<file path="src/dmd_pkg.sv">
// shared constants, types and helpers for the descriptor decoder
package dmd_pkg;
  localparam int ADDR_W = 32;
  localparam int CNT_W = 16;
  // register byte offsets
  localparam logic [4:0] OFS_CONTROL = 5'h00;
  localparam logic [4:0] OFS_TABLE_BASE = 5'h04;
  localparam logic [4:0] OFS_STATUS = 5'h08;
  localparam logic [4:0] OFS_CUR_DESC = 5'h0c;
  localparam logic [4:0] OFS_REMAIN = 5'h10;
  // control register fields
  localparam int CTL_INIT = 0;
  localparam int CTL_DESC_MODE = 1;
  localparam int CTL_DIR_LO = 2;
  localparam int CTL_SIZE_LO = 4;
  localparam int CTL_BCAST = 6;
  // control/status word fields
  localparam int DSC_CNT_LO = 16;
  localparam int DSC_RSV_LO = 6;
  localparam int DSC_BUF = 5;
  localparam int DSC_CONT = 4;
  localparam int DSC_CRC_KEEP = 3;
  localparam int DSC_IRQ = 2;
  localparam int DSC_ACT_LO = 0;
  // entry strides and word offsets
  localparam logic [31:0] STRIDE_DEV = 32'h0000_0008;
  localparam logic [31:0] STRIDE_M2M = 32'h0000_0010;
  localparam logic [31:0] OFF_START = 32'h0000_0000;
  localparam logic [31:0] OFF_CTRL_DEV = 32'h0000_0004;
  localparam logic [31:0] OFF_DST_M2M = 32'h0000_0008;
  localparam logic [31:0] OFF_CTRL_M2M = 32'h0000_000c;
  localparam logic [31:0] RESET_WORD = 32'h0000_0000;
  localparam logic [16:0] BYTES_1 = 17'h00001;
  localparam logic [16:0] BYTES_2 = 17'h00002;
  localparam logic [16:0] BYTES_4 = 17'h00004;

  typedef enum logic [1:0] {
    DIR_M2D = 2'b00,
    DIR_M2M = 2'b01,
    DIR_D2M = 2'b10,
    DIR_RSV = 2'b11
  } dmd_dir_e;

  typedef enum logic [1:0] {
    ACT_HALT = 2'b00,
    ACT_NEXT = 2'b01,
    ACT_RESTART = 2'b10,
    ACT_REPEAT = 2'b11
  } dmd_act_e;

  typedef enum logic [1:0] {
    SZ_8 = 2'b00,
    SZ_16 = 2'b01,
    SZ_32 = 2'b10,
    SZ_RSV = 2'b11
  } dmd_size_e;

  typedef struct packed {
    logic [31:0] src;
    logic [31:0] dst;
    logic [15:0] count;
    dmd_dir_e dir;
    dmd_size_e size;
  } dmd_xfer_s;

  typedef struct packed {
    logic req;
    logic we;
    logic [31:0] addr;
    logic [31:0] wdata;
  } dmd_mem_s;

  function automatic logic [16:0] item_bytes(input dmd_size_e sz);
    case (sz)
      SZ_16: item_bytes = BYTES_2;
      SZ_32: item_bytes = BYTES_4;
      default: item_bytes = BYTES_1;
    endcase
  endfunction
endpackage

</file>
<file path="src/dmd_byte_count.sv">
// byte counter for one descriptor transfer
`timescale 1ns/1ps
`default_nettype none
module dmd_byte_count
  import dmd_pkg::*;
(
  // clock and reset
  input wire logic clock,
  input wire logic nrst,
  // control
  input wire logic load,
  input wire logic [CNT_W-1:0] load_count,
  input wire logic beat,
  input wire dmd_size_e size,
  // state
  output logic [CNT_W:0] left,
  output logic [CNT_W-1:0] moved_m1,
  output logic terminal
);
  logic [CNT_W:0] moved;
  logic [CNT_W:0] step;

  assign step = item_bytes(size);

  // count held in bytes whatever the item width
  always_ff @(posedge clock) begin
    if (!nrst) begin
      left <= '0;
      moved <= '0;
    end else if (load) begin
      left <= {1'b0, load_count} + BYTES_1;
      moved <= '0;
    end else if (beat && left != '0) begin
      left <= (left > step) ? left - step : '0;
      moved <= moved + step;
    end
  end

  assign terminal = (left == '0);
  assign moved_m1 = (moved == '0) ? '0 : moved[CNT_W-1:0] - 16'h0001;
endmodule // dmd_byte_count
`default_nettype wire

</file>
<file path="src/dmd_mem_port.sv">
// single word read/write sequencer toward system memory
`timescale 1ns/1ps
`default_nettype none
module dmd_mem_port
  import dmd_pkg::*;
(
  // clock and reset
  input wire logic clock,
  input wire logic nrst,
  // command side
  input wire logic cmd_go,
  input wire logic cmd_we,
  input wire logic [31:0] cmd_addr,
  input wire logic [31:0] cmd_wdata,
  output logic busy,
  output logic done,
  output logic [31:0] rdata,
  // memory side
  output dmd_mem_s mem,
  input wire logic mem_ack,
  input wire logic [31:0] mem_rdata
);
  always_ff @(posedge clock) begin
    if (!nrst) begin
      mem <= '0;
      busy <= 1'b0;
    end else if (!busy && cmd_go) begin
      mem <= '{req: 1'b1, we: cmd_we, addr: cmd_addr, wdata: cmd_wdata};
      busy <= 1'b1;
    end else if (busy && mem_ack) begin
      mem.req <= 1'b0;
      busy <= 1'b0;
    end
  end

  always_ff @(posedge clock) begin
    if (!nrst) begin
      done <= 1'b0;
      rdata <= RESET_WORD;
    end else begin
      done <= busy && mem_ack;
      if (busy && mem_ack) begin
        rdata <= mem_rdata;
      end
    end
  end
endmodule // dmd_mem_port
`default_nettype wire

</file>
<file path="src/dmd_decoder.sv">
// descriptor fetch, check, sequencing and write-back for one channel
`timescale 1ns/1ps
`default_nettype none
module dmd_decoder
  import dmd_pkg::*;
(
  // clock and reset
  input wire logic clock,
  input wire logic nrst,
  // register port
  input wire logic [4:0] reg_addr,
  input wire logic [31:0] reg_wdata,
  input wire logic reg_write,
  input wire logic reg_read,
  output logic [31:0] reg_rdata,
  // system memory
  output dmd_mem_s mem,
  input wire logic mem_ack,
  input wire logic [31:0] mem_rdata,
  // transfer engine and requests
  input wire logic dev_req,
  input wire logic xfer_beat,
  input wire logic xfer_last,
  output logic xfer_start,
  output dmd_xfer_s xfer_info,
  output logic crc_clear,
  // events
  input wire logic broadcast_in,
  output logic broadcast_out,
  output logic desc_irq,
  output logic busy
);
  typedef enum logic [3:0] {
    ST_IDLE = 4'h0,
    ST_FETCH = 4'h1,
    ST_CHECK = 4'h2,
    ST_WAIT_BC = 4'h3,
    ST_WAIT_REQ = 4'h4,
    ST_RUN = 4'h5,
    ST_WBACK = 4'h6,
    ST_NEXT = 4'h7
  } dmd_state_e;

  dmd_state_e state;
  logic desc_mode;
  dmd_dir_e dir;
  dmd_size_e size;
  logic sw_init;
  logic sw_bcast;
  logic [31:0] descriptor_table_base;
  logic [31:0] cur_desc;
  logic [31:0] src_addr;
  logic [31:0] mem_addr;
  logic [31:0] ctrl_word;
  logic [1:0] widx;
  logic issued;
  logic req_pend;
  logic auto_go;
  logic mp_go;
  logic mp_we;
  logic [31:0] mp_addr;
  logic [31:0] mp_wdata;
  logic mp_busy;
  logic mp_done;
  logic [31:0] mp_rdata;
  logic cnt_load;
  logic [CNT_W:0] cnt_left;
  logic [CNT_W-1:0] cnt_moved_m1;
  logic cnt_terminal;
  logic is_m2m;
  logic last_word;
  logic buf_ok;
  logic bcast_any;
  logic go_now;
  logic [31:0] wb_word;

  // word offset inside an entry for each fetch step
  function automatic logic [31:0] word_off(input logic m2m, input logic [1:0] idx);
    case ({m2m, idx})
      3'b0_00: word_off = OFF_START;
      3'b0_01: word_off = OFF_CTRL_DEV;
      3'b1_00: word_off = OFF_START;
      3'b1_01: word_off = OFF_DST_M2M;
      3'b1_10: word_off = OFF_CTRL_M2M;
      default: word_off = OFF_START;
    endcase
  endfunction

  assign is_m2m = (dir == DIR_M2M);
  assign last_word = is_m2m ? (widx == 2'd2) : (widx == 2'd1);
  // device reads buffer in m2d, writes it in d2m
  assign buf_ok = is_m2m
      || (dir == DIR_M2D && ctrl_word[DSC_BUF])
      || (dir == DIR_D2M && !ctrl_word[DSC_BUF]);
  assign bcast_any = broadcast_in || sw_bcast;
  assign go_now = auto_go || req_pend;
  // count replaced, status replaced for device entries only, reserved and control bits kept
  assign wb_word = {cnt_moved_m1,
      ctrl_word[DSC_CNT_LO-1:DSC_RSV_LO],
      is_m2m ? ctrl_word[DSC_BUF] : (dir == DIR_D2M),
      ctrl_word[DSC_CONT:0]};

  // register writes
  always_ff @(posedge clock) begin
    if (!nrst) begin
      desc_mode <= 1'b0;
      dir <= DIR_M2D;
      size <= SZ_8;
      descriptor_table_base <= RESET_WORD;
      sw_init <= 1'b0;
      sw_bcast <= 1'b0;
    end else begin
      sw_init <= 1'b0;
      sw_bcast <= 1'b0;
      if (reg_write && reg_addr == OFS_CONTROL) begin
        desc_mode <= reg_wdata[CTL_DESC_MODE];
        dir <= dmd_dir_e'(reg_wdata[CTL_DIR_LO +: 2]);
        size <= dmd_size_e'(reg_wdata[CTL_SIZE_LO +: 2]);
        sw_init <= reg_wdata[CTL_INIT];
        sw_bcast <= reg_wdata[CTL_BCAST];
      end
      if (reg_write && reg_addr == OFS_TABLE_BASE) begin
        descriptor_table_base <= reg_wdata;
      end
    end
  end

  // register reads, data only in the cycle after the strobe
  always_ff @(posedge clock) begin
    if (!nrst) begin
      reg_rdata <= RESET_WORD;
    end else if (reg_read) begin
      case (reg_addr)
        OFS_CONTROL: reg_rdata <= {25'h0, 1'b0, size, dir, desc_mode, 1'b0};
        OFS_TABLE_BASE: reg_rdata <= descriptor_table_base;
        OFS_STATUS: reg_rdata <= {21'h0, req_pend, auto_go, busy, 4'h0, state};
        OFS_CUR_DESC: reg_rdata <= cur_desc;
        OFS_REMAIN: reg_rdata <= {15'h0, cnt_left};
        default: reg_rdata <= RESET_WORD;
      endcase
    end else begin
      reg_rdata <= RESET_WORD;
    end
  end

  // pending request, a new request wins over its consumption
  always_ff @(posedge clock) begin
    if (!nrst) begin
      req_pend <= 1'b0;
    end else if (dev_req) begin
      req_pend <= 1'b1;
    end else if (sw_init || (state == ST_WAIT_REQ && go_now)) begin
      req_pend <= 1'b0;
    end
  end

  // main sequencer
  always_ff @(posedge clock) begin
    if (!nrst) begin
      state <= ST_IDLE;
      cur_desc <= RESET_WORD;
      src_addr <= RESET_WORD;
      mem_addr <= RESET_WORD;
      ctrl_word <= RESET_WORD;
      widx <= 2'd0;
      issued <= 1'b0;
      auto_go <= 1'b0;
      mp_go <= 1'b0;
      mp_we <= 1'b0;
      mp_addr <= RESET_WORD;
      mp_wdata <= RESET_WORD;
      cnt_load <= 1'b0;
    end else begin
      mp_go <= 1'b0;
      cnt_load <= 1'b0;
      case (state)
        ST_IDLE: begin
          if (sw_init && desc_mode) begin
            cur_desc <= descriptor_table_base;
            auto_go <= 1'b0;
            widx <= 2'd0;
            issued <= 1'b0;
            state <= ST_FETCH;
          end
        end
        ST_FETCH: begin
          if (!issued && !mp_busy) begin
            mp_go <= 1'b1;
            mp_we <= 1'b0;
            mp_addr <= cur_desc + word_off(is_m2m, widx);
            issued <= 1'b1;
          end else if (mp_done) begin
            issued <= 1'b0;
            widx <= widx + 2'd1;
            if (widx == 2'd0 && is_m2m) begin
              src_addr <= mp_rdata;
            end else if (!last_word) begin
              mem_addr <= mp_rdata;
            end else if (is_m2m) begin
              ctrl_word <= mp_rdata;
            end
            if (widx == 2'd0 && !is_m2m) begin
              mem_addr <= mp_rdata;
            end
            if (last_word) begin
              ctrl_word <= mp_rdata;
              state <= ST_CHECK;
            end
          end
        end
        ST_CHECK: begin
          if (buf_ok) begin
            cnt_load <= 1'b1;
            state <= ST_WAIT_REQ;
          end else begin
            state <= ST_WAIT_BC;
          end
        end
        ST_WAIT_BC: begin
          if (bcast_any) begin
            widx <= 2'd0;
            issued <= 1'b0;
            state <= ST_FETCH;
          end
        end
        ST_WAIT_REQ: begin
          if (go_now) begin
            auto_go <= 1'b0;
            state <= ST_RUN;
          end
        end
        ST_RUN: begin
          if (!xfer_start && (cnt_terminal || xfer_last)) begin
            mp_go <= 1'b1;
            mp_we <= 1'b1;
            mp_addr <= cur_desc + (is_m2m ? OFF_CTRL_M2M : OFF_CTRL_DEV);
            mp_wdata <= wb_word;
            issued <= 1'b1;
            state <= ST_WBACK;
          end
        end
        ST_WBACK: begin
          if (mp_done) begin
            issued <= 1'b0;
            state <= ST_NEXT;
          end
        end
        ST_NEXT: begin
          widx <= 2'd0;
          auto_go <= ctrl_word[DSC_CONT];
          case (dmd_act_e'(ctrl_word[DSC_ACT_LO +: 2]))
            ACT_HALT: state <= ST_IDLE;
            ACT_NEXT: begin
              cur_desc <= cur_desc + (is_m2m ? STRIDE_M2M : STRIDE_DEV);
              state <= ST_FETCH;
            end
            ACT_RESTART: begin
              cur_desc <= descriptor_table_base;
              state <= ST_FETCH;
            end
            default: state <= ST_FETCH;
          endcase
        end
        default: state <= ST_IDLE;
      endcase
    end
  end

  // transfer launch toward the data engine
  always_ff @(posedge clock) begin
    if (!nrst) begin
      xfer_start <= 1'b0;
      xfer_info <= '0;
      crc_clear <= 1'b0;
    end else begin
      xfer_start <= (state == ST_WAIT_REQ) && go_now;
      crc_clear <= (state == ST_WAIT_REQ) && go_now && desc_mode
          && !ctrl_word[DSC_CRC_KEEP];
      if (state == ST_WAIT_REQ && go_now) begin
        xfer_info.src <= is_m2m ? src_addr : RESET_WORD;
        xfer_info.dst <= mem_addr;
        xfer_info.count <= ctrl_word[31:DSC_CNT_LO];
        xfer_info.dir <= dir;
        xfer_info.size <= size;
      end
    end
  end

  // completion events
  always_ff @(posedge clock) begin
    if (!nrst) begin
      desc_irq <= 1'b0;
      broadcast_out <= 1'b0;
      busy <= 1'b0;
    end else begin
      desc_irq <= (state == ST_WBACK) && mp_done && ctrl_word[DSC_IRQ];
      broadcast_out <= (state == ST_WBACK) && mp_done && !is_m2m;
      busy <= (state != ST_IDLE);
    end
  end

  dmd_mem_port u_mem_port (
    .clock(clock),
    .nrst(nrst),
    .cmd_go(mp_go),
    .cmd_we(mp_we),
    .cmd_addr(mp_addr),
    .cmd_wdata(mp_wdata),
    .busy(mp_busy),
    .done(mp_done),
    .rdata(mp_rdata),
    .mem(mem),
    .mem_ack(mem_ack),
    .mem_rdata(mem_rdata)
  );

  dmd_byte_count u_count (
    .clock(clock),
    .nrst(nrst),
    .load(cnt_load),
    .load_count(ctrl_word[31:DSC_CNT_LO]),
    .beat(xfer_beat && state == ST_RUN),
    .size(size),
    .left(cnt_left),
    .moved_m1(cnt_moved_m1),
    .terminal(cnt_terminal)
  );
endmodule // dmd_decoder
`default_nettype wire

</file>
<file path="config.mk">
export PLATFORM = sky130hd
export DESIGN_NAME = dmd_decoder
export DESIGN_NICKNAME = d
export VERILOG_FILES = /design/src/dmd_pkg.sv /design/src/dmd_byte_count.sv /design/src/dmd_mem_port.sv /design/src/dmd_decoder.sv
export SDC_FILE = /design/constraint.sdc
export NUM_CORES = 1
export LEC_CHECK = 0
export BUFFER_PORTS_ARGS = -buffer_cell sky130_fd_sc_hd__buf_2
export CORE_UTILIZATION = 44
export CTS_CLUSTER_DIAMETER = 200
export CTS_CLUSTER_SIZE = 10
export DETAILED_ROUTE_END_ITERATION = 6
export REMOVE_ABC_BUFFERS = 1
export SYNTH_ARGS = -nofsm -noshare
export SYNTH_HDL_FRONTEND = slang
export SYNTH_HIERARCHICAL = 1
export SYNTH_SLANG_ARGS = --single-unit
</file>
<file path="constraint.sdc">
create_clock -name clock -period 3.44 [get_ports clock]
set_clock_uncertainty 0.05 [all_clocks]
set_input_delay 0.688 -clock clock [delete_from_list [all_inputs] [get_ports clock]]
set_output_delay 0.688 -clock clock [all_outputs]
set_load 0.1 [all_outputs]
</file>
### Word-level counts from Yosys, hierarchy flattened

Index checks and enable logic that the tools add are counted.

* input bits: 78
* output and inout bits: 187
* register bits after elaboration: 497
* word-level logic and storage cells: 204

* add/subtract/negate cells: 8
* equality and inequality tests: 34
* $lt $le $gt $ge: 1
* mux-type cells: 58
* bitwise operators: 2
* reduce and logical (&&, ||, !) cells: 62

Operators with widths (number)
* 32-bit 2-to-1 mux: 10
* 32-bit case mux with 2 select lines: 3
* 32-bit case mux with 5 select lines: 1
* 17-bit 2-to-1 mux: 3
* 4-bit 2-to-1 mux: 9
* 17-bit zero test: 2
* 32-bit adder: 1
* 32-bit by 4-bit adder with 32-bit output: 1
* 32-bit by 5-bit adder with 32-bit output: 1
* 4-bit case mux with 8 select lines: 1
* 1-bit logical AND: 19
* 16-bit by 1-bit adder with 17-bit output, second input constant: 1
* 17-bit by 3-bit adder with 17-bit output: 1
* 17-bit by 3-bit > comparator with 1-bit output: 1
* 1-bit 2-to-1 mux: 17
* 17-bit nonzero test: 1
* 17-bit by 3-bit subtractor with 17-bit output: 1
* 4-bit by 3-bit equality test with 1-bit output, second input constant: 4
* 16-bit 2-to-1 mux: 1
* 16-bit by 1-bit subtractor with 16-bit output, second input constant: 1
* 2-bit != test, second input constant: 7
* 4-bit case mux with 3 select lines: 1
* 4-bit AND reduction: 3
* 5-bit by 4-bit equality test with 1-bit output, second input constant: 2
* 34 further kinds: 73

### Logic depth before layout (Yosys ltp)

Gate-level depths: netlist of the first run.

* depth after elaboration: 9
* gate-level depth with buffers: 13
* mapped depth without buffers: 11

### Cells and area by module

Netlist of the first run, hierarchy kept.

Modules (own cells, without submodules)
* dmd_decoder: area each 14337.5 um^2, seq. area each 7267.0 um^2, cells an instance 1715, times used 1
* dmd_mem_port: area each 3932.5 um^2, seq. area each 1981.9 um^2, cells an instance 436, times used 1
* dmd_byte_count: area each 2800.2 um^2, seq. area each 680.7 um^2, cells an instance 363, times used 1

### Least setup slack after synthesis of the first run

No wires, ideal clock.

* path kind: register to register
* start point: register dir[1]
* end point: register cur_desc[31]
* data required time: 3.258 ns
* arrival time: 2.639 ns
* setup time: 0.132 ns
* stages on the path, launching flop included: 11
* period minus slack after synthesis: 2.821 ns
* path slack: 0.619 ns
* path buffers: 2
* path through: dfxtp_1 nand2b_1 clkbuf_1 ha_1 inv_1 fa_1 nand3b_1 or4_1 buf_2 o311ai_0 a21oi_1

* longest elaborated chain between the ends: 5

Ends and longest elaborated chain
* start: declaration: RTL line dmd_decoder.sv:46 `dmd_dir_e dir;`
* start signal: assignment: RTL line dmd_decoder.sv:117 `dir <= dmd_dir_e'(reg_wdata[CTL_DIR_LO +: 2]);`
* 2-bit by 1-bit equality test with 1-bit output: RTL line dmd_decoder.sv:89 `assign is_m2m = (dir == DIR_M2M);`
* 5-bit 2-to-1 mux: RTL line dmd_decoder.sv:254 `cur_desc <= cur_desc + (is_m2m ? STRIDE_M2M : STRIDE_DEV);`
* 32-bit by 5-bit adder with 32-bit output: RTL line dmd_decoder.sv:254
* 32-bit case mux with 2 select lines: RTL line dmd_decoder.sv:251 `case (dmd_act_e'(ctrl_word[DSC_ACT_LO +: 2]))`
* 32-bit case mux with 2 select lines: RTL line dmd_decoder.sv:176 `case (state)`
* end signal: assignment: RTL line dmd_decoder.sv:179 `cur_desc <= descriptor_table_base;`
* end signal: assignment: RTL line dmd_decoder.sv:254
* end signal: assignment: RTL line dmd_decoder.sv:258 `cur_desc <= descriptor_table_base;`
* end: declaration: RTL line dmd_decoder.sv:51 `logic [31:0] cur_desc;`

No other way between the ends.
A chain may end at the register's enable or synchronous reset.

### Final worst setup path of the first run

* start point: register dir[0]
* end point: register mp_addr[26]

* longest elaborated chain between the ends: 9
* elaborated cells on any way between the ends: 14
* those cells by class: 2 x add/sub; 4 x eq/ne; 8 x mux

Ends and longest elaborated chain
* 2-bit by 1-bit equality test with 1-bit output (*): RTL line dmd_decoder.sv:89
* 3-bit equality test or 3-bit by 1-bit equality test with 1-bit output (tied branches): RTL line dmd_decoder.sv:79 `case ({m2m, idx})`
* 4-bit case mux with 3 select lines: RTL line dmd_decoder.sv:79
* 32-bit 2-to-1 mux: RTL line dmd_decoder.sv:187 `if (!issued && !mp_busy) begin`
* 32-bit 2-to-1 mux: RTL line dmd_decoder.sv:176
* 32-bit 2-to-1 mux: RTL line dmd_decoder.sv:159 `if (!nrst) begin`
* 32-bit adder: RTL line dmd_decoder.sv:190 `mp_addr <= cur_desc + word_off(is_m2m, widx);`
* 32-bit 2-to-1 mux: RTL line dmd_decoder.sv:187
* 32-bit case mux with 2 select lines (*): RTL line dmd_decoder.sv:176
* end signal: assignment: RTL line dmd_decoder.sv:190
* end signal: assignment: RTL line dmd_decoder.sv:236 `mp_addr <= cur_desc + (is_m2m ? OFF_CTRL_M2M : OFF_CTRL_DEV);`
* end: declaration: RTL line dmd_decoder.sv:61 `logic [31:0] mp_addr;`

Every way passes the cells marked *; elsewhere a longest branch is shown, timed or not. The select of a mux whose other input is x is not followed.

==> impl_metrics.env, run 1 <==
export IMPL_status="finished with violations"
export IMPL_failed_checks="design-rule violations"
export IMPL_routed_via_density=5.577
export IMPL_p_leak_nw=8.899
export IMPL_diodes=0
export IMPL_cts_tree="yes"
export IMPL_synthFlopType="dfxtp_1"
export IMPL_gp_congestion=0.9012
export IMPL_grt_pass1_wl_um=99690
export IMPL_setup_viol=0
export IMPL_fp_row_count=79
export IMPL_synth_seq_area_share_pct=47.13
export IMPL_ys_types=90
export IMPL_initial_core_util_pct=44.97
export IMPL_antenna_left=0
export IMPL_synth_edf_count=0
export IMPL_port_buffers=264
export IMPL_die_x_um=220.8
export IMPL_tightest_slew_ns=0.9669
export IMPL_area_growth_pct=14.24
export IMPL_drt_iter0_drc=1431
export IMPL_cts_resized=0
export IMPL_drc=15
export IMPL_place_hpwl_um=42630
export IMPL_numCtsBuffers=55
export IMPL_antenna_found_initial=3
export IMPL_rsz0062_at_grt="no"
export IMPL_seqPwrFrac_pct=51.6
export IMPL_via_count=18308
export IMPL_grt_overflow_total=0
export IMPL_nNetsFinal=2773
export IMPL_hp_class="in -> reg"
export IMPL_wl_per_cell_um=19.16
export IMPL_arrival_ns=3.49
export IMPL_clk_latency_ns=0.62
export IMPL_grt_pass1_vias=17577
export IMPL_cts_root_buffer="clkbuf_16"
export IMPL_pin_count=265
export IMPL_cp_max_fo=8
export IMPL_core_um2=46850
export IMPL_combPwrFrac_pct=2.1
export IMPL_drtPass1Iterations=7
export IMPL_setup_tns_ns=0
export IMPL_register_area_um2=9931
export IMPL_cts_buffer_depth=3
export IMPL_end_kind="flop"
export IMPL_slew_violations=0
export IMPL_pwr_share_clk_pct=46.3
export IMPL_fin_crit_ns=3.056
export IMPL_p_int_w=0.008717
export IMPL_layout_drive_gt1_share_pct=15.66
export IMPL_grt_max_degree=106
export IMPL_finalHoldViolCount=0
export IMPL_wl_um=62920
export IMPL_async_reset_ff_share_pct=0
export IMPL_syn_inst=2514
export IMPL_max_freq_mhz=327.3
export IMPL_setup_ws_ns=0.3844
export IMPL_pre_cts_ws_ns=0.4331
export IMPL_whs_ns=0.2669
export IMPL_p_switching_w=0.002439
export IMPL_yosysWarnings=6
export IMPL_multi_input_area_um2=10020
export IMPL_htree_levels=2
export IMPL_clock_sinks=496
export IMPL_syn_avg_cell_area_um2=8.381
export IMPL_crit_type="reg -> reg"
export IMPL_post_cts_buffers=0
export IMPL_crit_path_start_kind="flop"
export IMPL_dieArea_um2=48770
export IMPL_peakVddDrop_v=0.0003646
export IMPL_nFillCells=4616
export IMPL_gr_usage_all_layers_pct=25.33
export IMPL_layout_common_cells="607 x nand2_1, 495 x dfxtp_1, 269 x a21oi_1, 263 x buf_2, 158 x nor2_1"
export IMPL_cap_violations=0
export IMPL_p_per_area_nw_per_um2=463.5
export IMPL_clk_pin_slew_ns=0.06
export IMPL_synthesis_area_um2=21070
export IMPL_synth_seq_cells=496
export IMPL_die_h_um=220.8
export IMPL_swShare_pct=21.86
export IMPL_final_common_cell="nand2_1"
export IMPL_cp_required_ns=3.88
export IMPL_post_route_util_pct=51.38
export IMPL_relSlewSlack_pct=35.29
export IMPL_finalCritPeriodShare_pct=88.83
export IMPL_hold_buffers=0
critical path, stage by stage, from the launching register on:
cell	delay, ns
dfxtp_1	0.44
nand2b_1	0.11
buf_4	0.18
inv_1	0.18
nand2_1	0.08
nand3_1	0.08
ha_1	0.18
fa_1	0.27
nand3_1	0.12
or4_1	0.68
nor4_1	0.29
xnor2_1	0.16
a21oi_1	0.09
path summary, 6_finish.rpt:
path                              from  slack, ns                           endpoint  depth (start not counted)
max                dir[0]$_SDFFE_PN0P_       0.38           mp_addr[26]$_SDFFE_PN0P_                         12
min                      mem_rdata[29]       0.27  u_mem_port/rdata[29]$_SDFFE_PN0P_                          3
max reg2reg        dir[0]$_SDFFE_PN0P_       0.38           mp_addr[26]$_SDFFE_PN0P_                         12
min reg2reg  mem_addr[28]$_SDFFE_PN0P_       0.39         xfer_info[48]$_SDFFE_PN0P_                          2
cell usage after synthesis, types with 9 or more instances:
cell type    n  area, µm²
buf_4       10      75.07
or3_1       17      106.4
ha_1        17      212.7
buf_2       57      285.3
a222oi_1    12      120.1
dfxtp_1    496       9930
xnor2_1     49      429.2
a21oi_1    269       1346
nor2_1     161      604.3
a22o_1      36      315.3
mux2i_1    107       1071
and2_1      12      75.07
nand3_1     35      175.2
inv_1       28      105.1
and3_1      15      93.84
a31oi_1      9      56.30
a211oi_1    20      150.1
nor2b_1     10      62.56
a22oi_1     24      180.2
nor3_1      45      225.2
o21ai_1      9      45.04
xor2_1      15      131.4
nor4_1      25      156.4
nand4_1     53      331.6
o21ai_0     98      490.5
nand2_1    608       2282
buf_6       10      112.6
clkbuf_1   117      439.2
metrics by stage:
step                      cell area (µm²)  power (W)  std cells
final                               24070    0.01116       3283
after global routing                24070    0.01149       3283
after CTS                           24070    0.01126       3283
after detailed placement            22580   0.006117       3224
after global placement              22580   0.006115       3224
after floorplan                     20010   0.005949       2306
final cells by class:
| class | instances | area share, % |
|---|---|---|
| tap | 607 | 3.155 |
| clock inverter | 4 | 0.4574 |
| sequential | 496 | 41.26 |
| inverter | 29 | 0.4834 |
| timing repair buffer | 311 | 7.303 |
| multi-input combinational | 1781 | 41.63 |
| clock buffer | 55 | 5.718 |
kinds of logic after synthesis:
family          share of synthesized area, %
compound gates                         15.84
xor+xnor                               2.660
fa+ha+maj                              1.390
buf+inv                                5.552
flops                                  47.13
mux                                    5.511
simple gates                           21.92
sequential cells by signal, indices dropped and copies added (netlist names), 2 cells and up:
register,count
xfer_info,84
u_mem_port/mem,66
ctrl_word,32
cur_desc,32
descriptor_table_base,32
mem_addr,32
mp_addr,32
mp_wdata,32
reg_rdata,32
src_addr,32
u_mem_port/rdata,32
u_count/left,17
u_count/moved,17
state,3
dir,2
size,2
widx,2
power by group through the flow:
stage / clock network (W) / registers (W) / logic, W
after global routing: 0.00548 / 0.00576 / 0.000251
after floorplan: 0 / 0.00588 / 0.0000694
after global placement: 0 / 0.00588 / 0.000233
after CTS: 0.00527 / 0.00576 / 0.000235
after detailed placement: 0 / 0.00588 / 0.000235
final: 0.00516 / 0.00576 / 0.000234
layer usage:
layer	vias up	global-route usage (%)	part of all wire [%]
met3	94	5.192	6.8
met5	-	0	0.062
met1	8706	34.08	46
met4	6	7.219	1.9
met2	560	41.07	46
li1	8942	-	-
Note: power is estimated with default switching activity, not from simulation.
==> inputs of run 2 (changes only) <==
==> constraint.sdc (replaced) <==
create_clock -name clock -period 3.44 [get_ports clock]
set_clock_uncertainty 0.05 [all_clocks]
set_input_delay 0 -clock clock [delete_from_list [all_inputs] [get_ports clock]]
set_output_delay 0 -clock clock [all_outputs]
set_load 0.1 [all_outputs]
==> impl_metrics.env, run 2 (synthesized netlist as in run 1, its figures left out) <==
export IMPL_status="finished with violations"
export IMPL_failed_checks="design-rule violations"
export IMPL_fin_crit_ns=3.038
export IMPL_cts_resized=0
export IMPL_crit_path_start_kind="flop"
export IMPL_hp_class="in -> reg"
export IMPL_antenna_found_initial=2
export IMPL_dp_cells=3226
export IMPL_die_h_um=220.8
export IMPL_setup_viol=0
export IMPL_grt_pass1_wl_um=101500
export IMPL_top_register="xfer_info"
export IMPL_grt_pass1_vias=18154
export IMPL_slew_violations=0
export IMPL_routed_via_density=5.538
export IMPL_worstSetupStartpoint="dir[1]$_SDFFE_PN0P_"
export IMPL_setup_tns_ns=0
export IMPL_post_route_util_pct=53.67
export IMPL_layout_common_cells="607 x nand2_1, 495 x dfxtp_1, 269 x a21oi_1, 263 x buf_2, 158 x nor2_1"
export IMPL_tightest_slew_ns=0.9420
export IMPL_cp_max_fo=8
export IMPL_finalHoldViolCount=0
export IMPL_cp_required_ns=3.90
export IMPL_clock_sinks=496
export IMPL_port_buffers=264
export IMPL_crit_type="reg -> reg"
export IMPL_largest_reg_flops=84
export IMPL_nNetsFinal=2886
export IMPL_gp_congestion=0.9164
export IMPL_rsz0062_at_grt="no"
export IMPL_die_x_um=220.8
export IMPL_cap_violations=0
export IMPL_drc=22
export IMPL_instances_no_fill=3397
export IMPL_cp_endpoint="mp_addr[26]$_SDFFE_PN0P_"
export IMPL_cts_root_buffer="clkbuf_16"
export IMPL_area_growth_pct=19.35
export IMPL_layout_drive_gt1_share_pct=15.10
export IMPL_drt_iter0_drc=1315
export IMPL_reg2reg_to="mp_addr[26]$_SDFFE_PN0P_"
export IMPL_pin_count=265
export IMPL_p_per_area_nw_per_um2=445.9
export IMPL_p_leak_nw=9.259
export IMPL_finalCritPeriodShare_pct=88.30
export IMPL_antenna_left=0
export IMPL_clk_pin_slew_ns=0.06
export IMPL_whs_ns=0.09082
export IMPL_cts_tree="yes"
export IMPL_final_common_cell="nand2_1"
export IMPL_place_hpwl_um=42920
export IMPL_wl_um=64440
export IMPL_cts_buffer_depth=3
export IMPL_nFillCells=4489
export IMPL_via_count=18813
export IMPL_reg2regPathDepth=12
export IMPL_fp_row_count=79
export IMPL_grt_overflow_total=0
export IMPL_grt_max_degree=109
export IMPL_relSlewSlack_pct=36.96
export IMPL_wl_per_cell_um=18.97
export IMPL_max_freq_mhz=329.2
export IMPL_r2r_start="dir[1]$_SDFFE_PN0P_"
export IMPL_core_um2=46850
export IMPL_initial_core_util_pct=44.97
export IMPL_numCtsBuffers=55
export IMPL_dieArea_um2=48770
export IMPL_hp_start="reg_addr[4]"
export IMPL_clk_latency_ns=0.62
export IMPL_htree_levels=2
export IMPL_rrSetupSlack_ns=0.40
export IMPL_peakVddDrop_v=0.0003764
export IMPL_drtPass1Iterations=7
export IMPL_gr_usage_all_layers_pct=25.71
export IMPL_reg_largest_list="xfer_info x84, u_mem_port/mem x66"
export IMPL_end_kind="flop"
export IMPL_arrival_ns=3.50
[run 2: changes by cell type in the layout (fill, tap and decap cells not counted)]
cell	delta
clkinv_16	-1
buf_12	-3
diode_2	+1
clkinv_8	+1
dlygate4sd3_1	+111
buf_4	+5
[run 2: final cells by class]
type	instances	area (µm²)	share of cell area (%)
flip-flops and latches	496	9931	39.49
inverters	29	116.4	0.4627
well taps	607	759.5	3.020
multi-input cells	1781	10020	39.84
repair buffers	424	2846	11.32
diodes	1	2.502	0.009951
clock inverters	4	96.34	0.3831
clock buffers	55	1376	5.473
[run 2: critical path: stages, from the launching register on]
cell and delay (ns):
dfxtp_1 0.36, nand2b_1 0.19, buf_4 0.18, inv_1 0.19, nand2_1 0.08, nand3_1 0.08
ha_1 0.18, fa_1 0.25, nand3_1 0.13, or4_1 0.69, nor4_1 0.30, xnor2_1 0.16
a21oi_1 0.08
[run 2: repair_timing]
item | 4_1_cts | 5_1_grt
hold buffers | 111 | 0
hold endpoints to repair | 142 | 0
setup buffers | 0 | 0
[run 2: routing by layer]
metal,global-route usage (%),routed length (µm),vias to the layer above,part of all wire (%)
li1,-,-,9162,-
met1,34.13,28740,8944,45
met2,41.64,29420,599,46
met3,5.444,4593,106,7.1
met4,8.256,1677,2,2.6
met5,0,10,-,0.016
[run 2: worst min path at each step]
stage	endpoint	slack, ns	depth (start not counted)
after CTS	reg_rdata[3]$_SDFF_PN0_	0.06	4
after global placement	descriptor_table_base[23]$_SDFFE_PN0P_	0.20	3
final	reg_rdata[2]$_SDFF_PN0_	0.09	4
after floorplan	u_count/left[0]$_SDFFE_PN0P_	0.07	1
after detailed placement	descriptor_table_base[17]$_SDFFE_PN0P_	0.20	3
after global routing	reg_rdata[2]$_SDFF_PN0_	0.09	4
[run 2: through the flow]
step / setup slack, ns / area, µm² / power [W]
2_1_floorplan: -0.1817 / 20010 / 0.005949
3_3_place_gp: 0.4625 / 22560 / 0.006109
3_5_place_dp: 0.4185 / 22560 / 0.006111
4_1_cts: 0.4141 / 25150 / 0.01131
5_1_grt: 0.1488 / 25150 / 0.01155
6_report: 0.4025 / 25150 / 0.01121
[run 2: power by group]
part,internal [W],switching [W],leakage (nW),total [W]
Clock,0.00290,0.00226,0.720,0.00515
Sequential,0.00575,0.00000652,3.99,0.00576
Combinational,0.000112,0.000188,4.55,0.000300
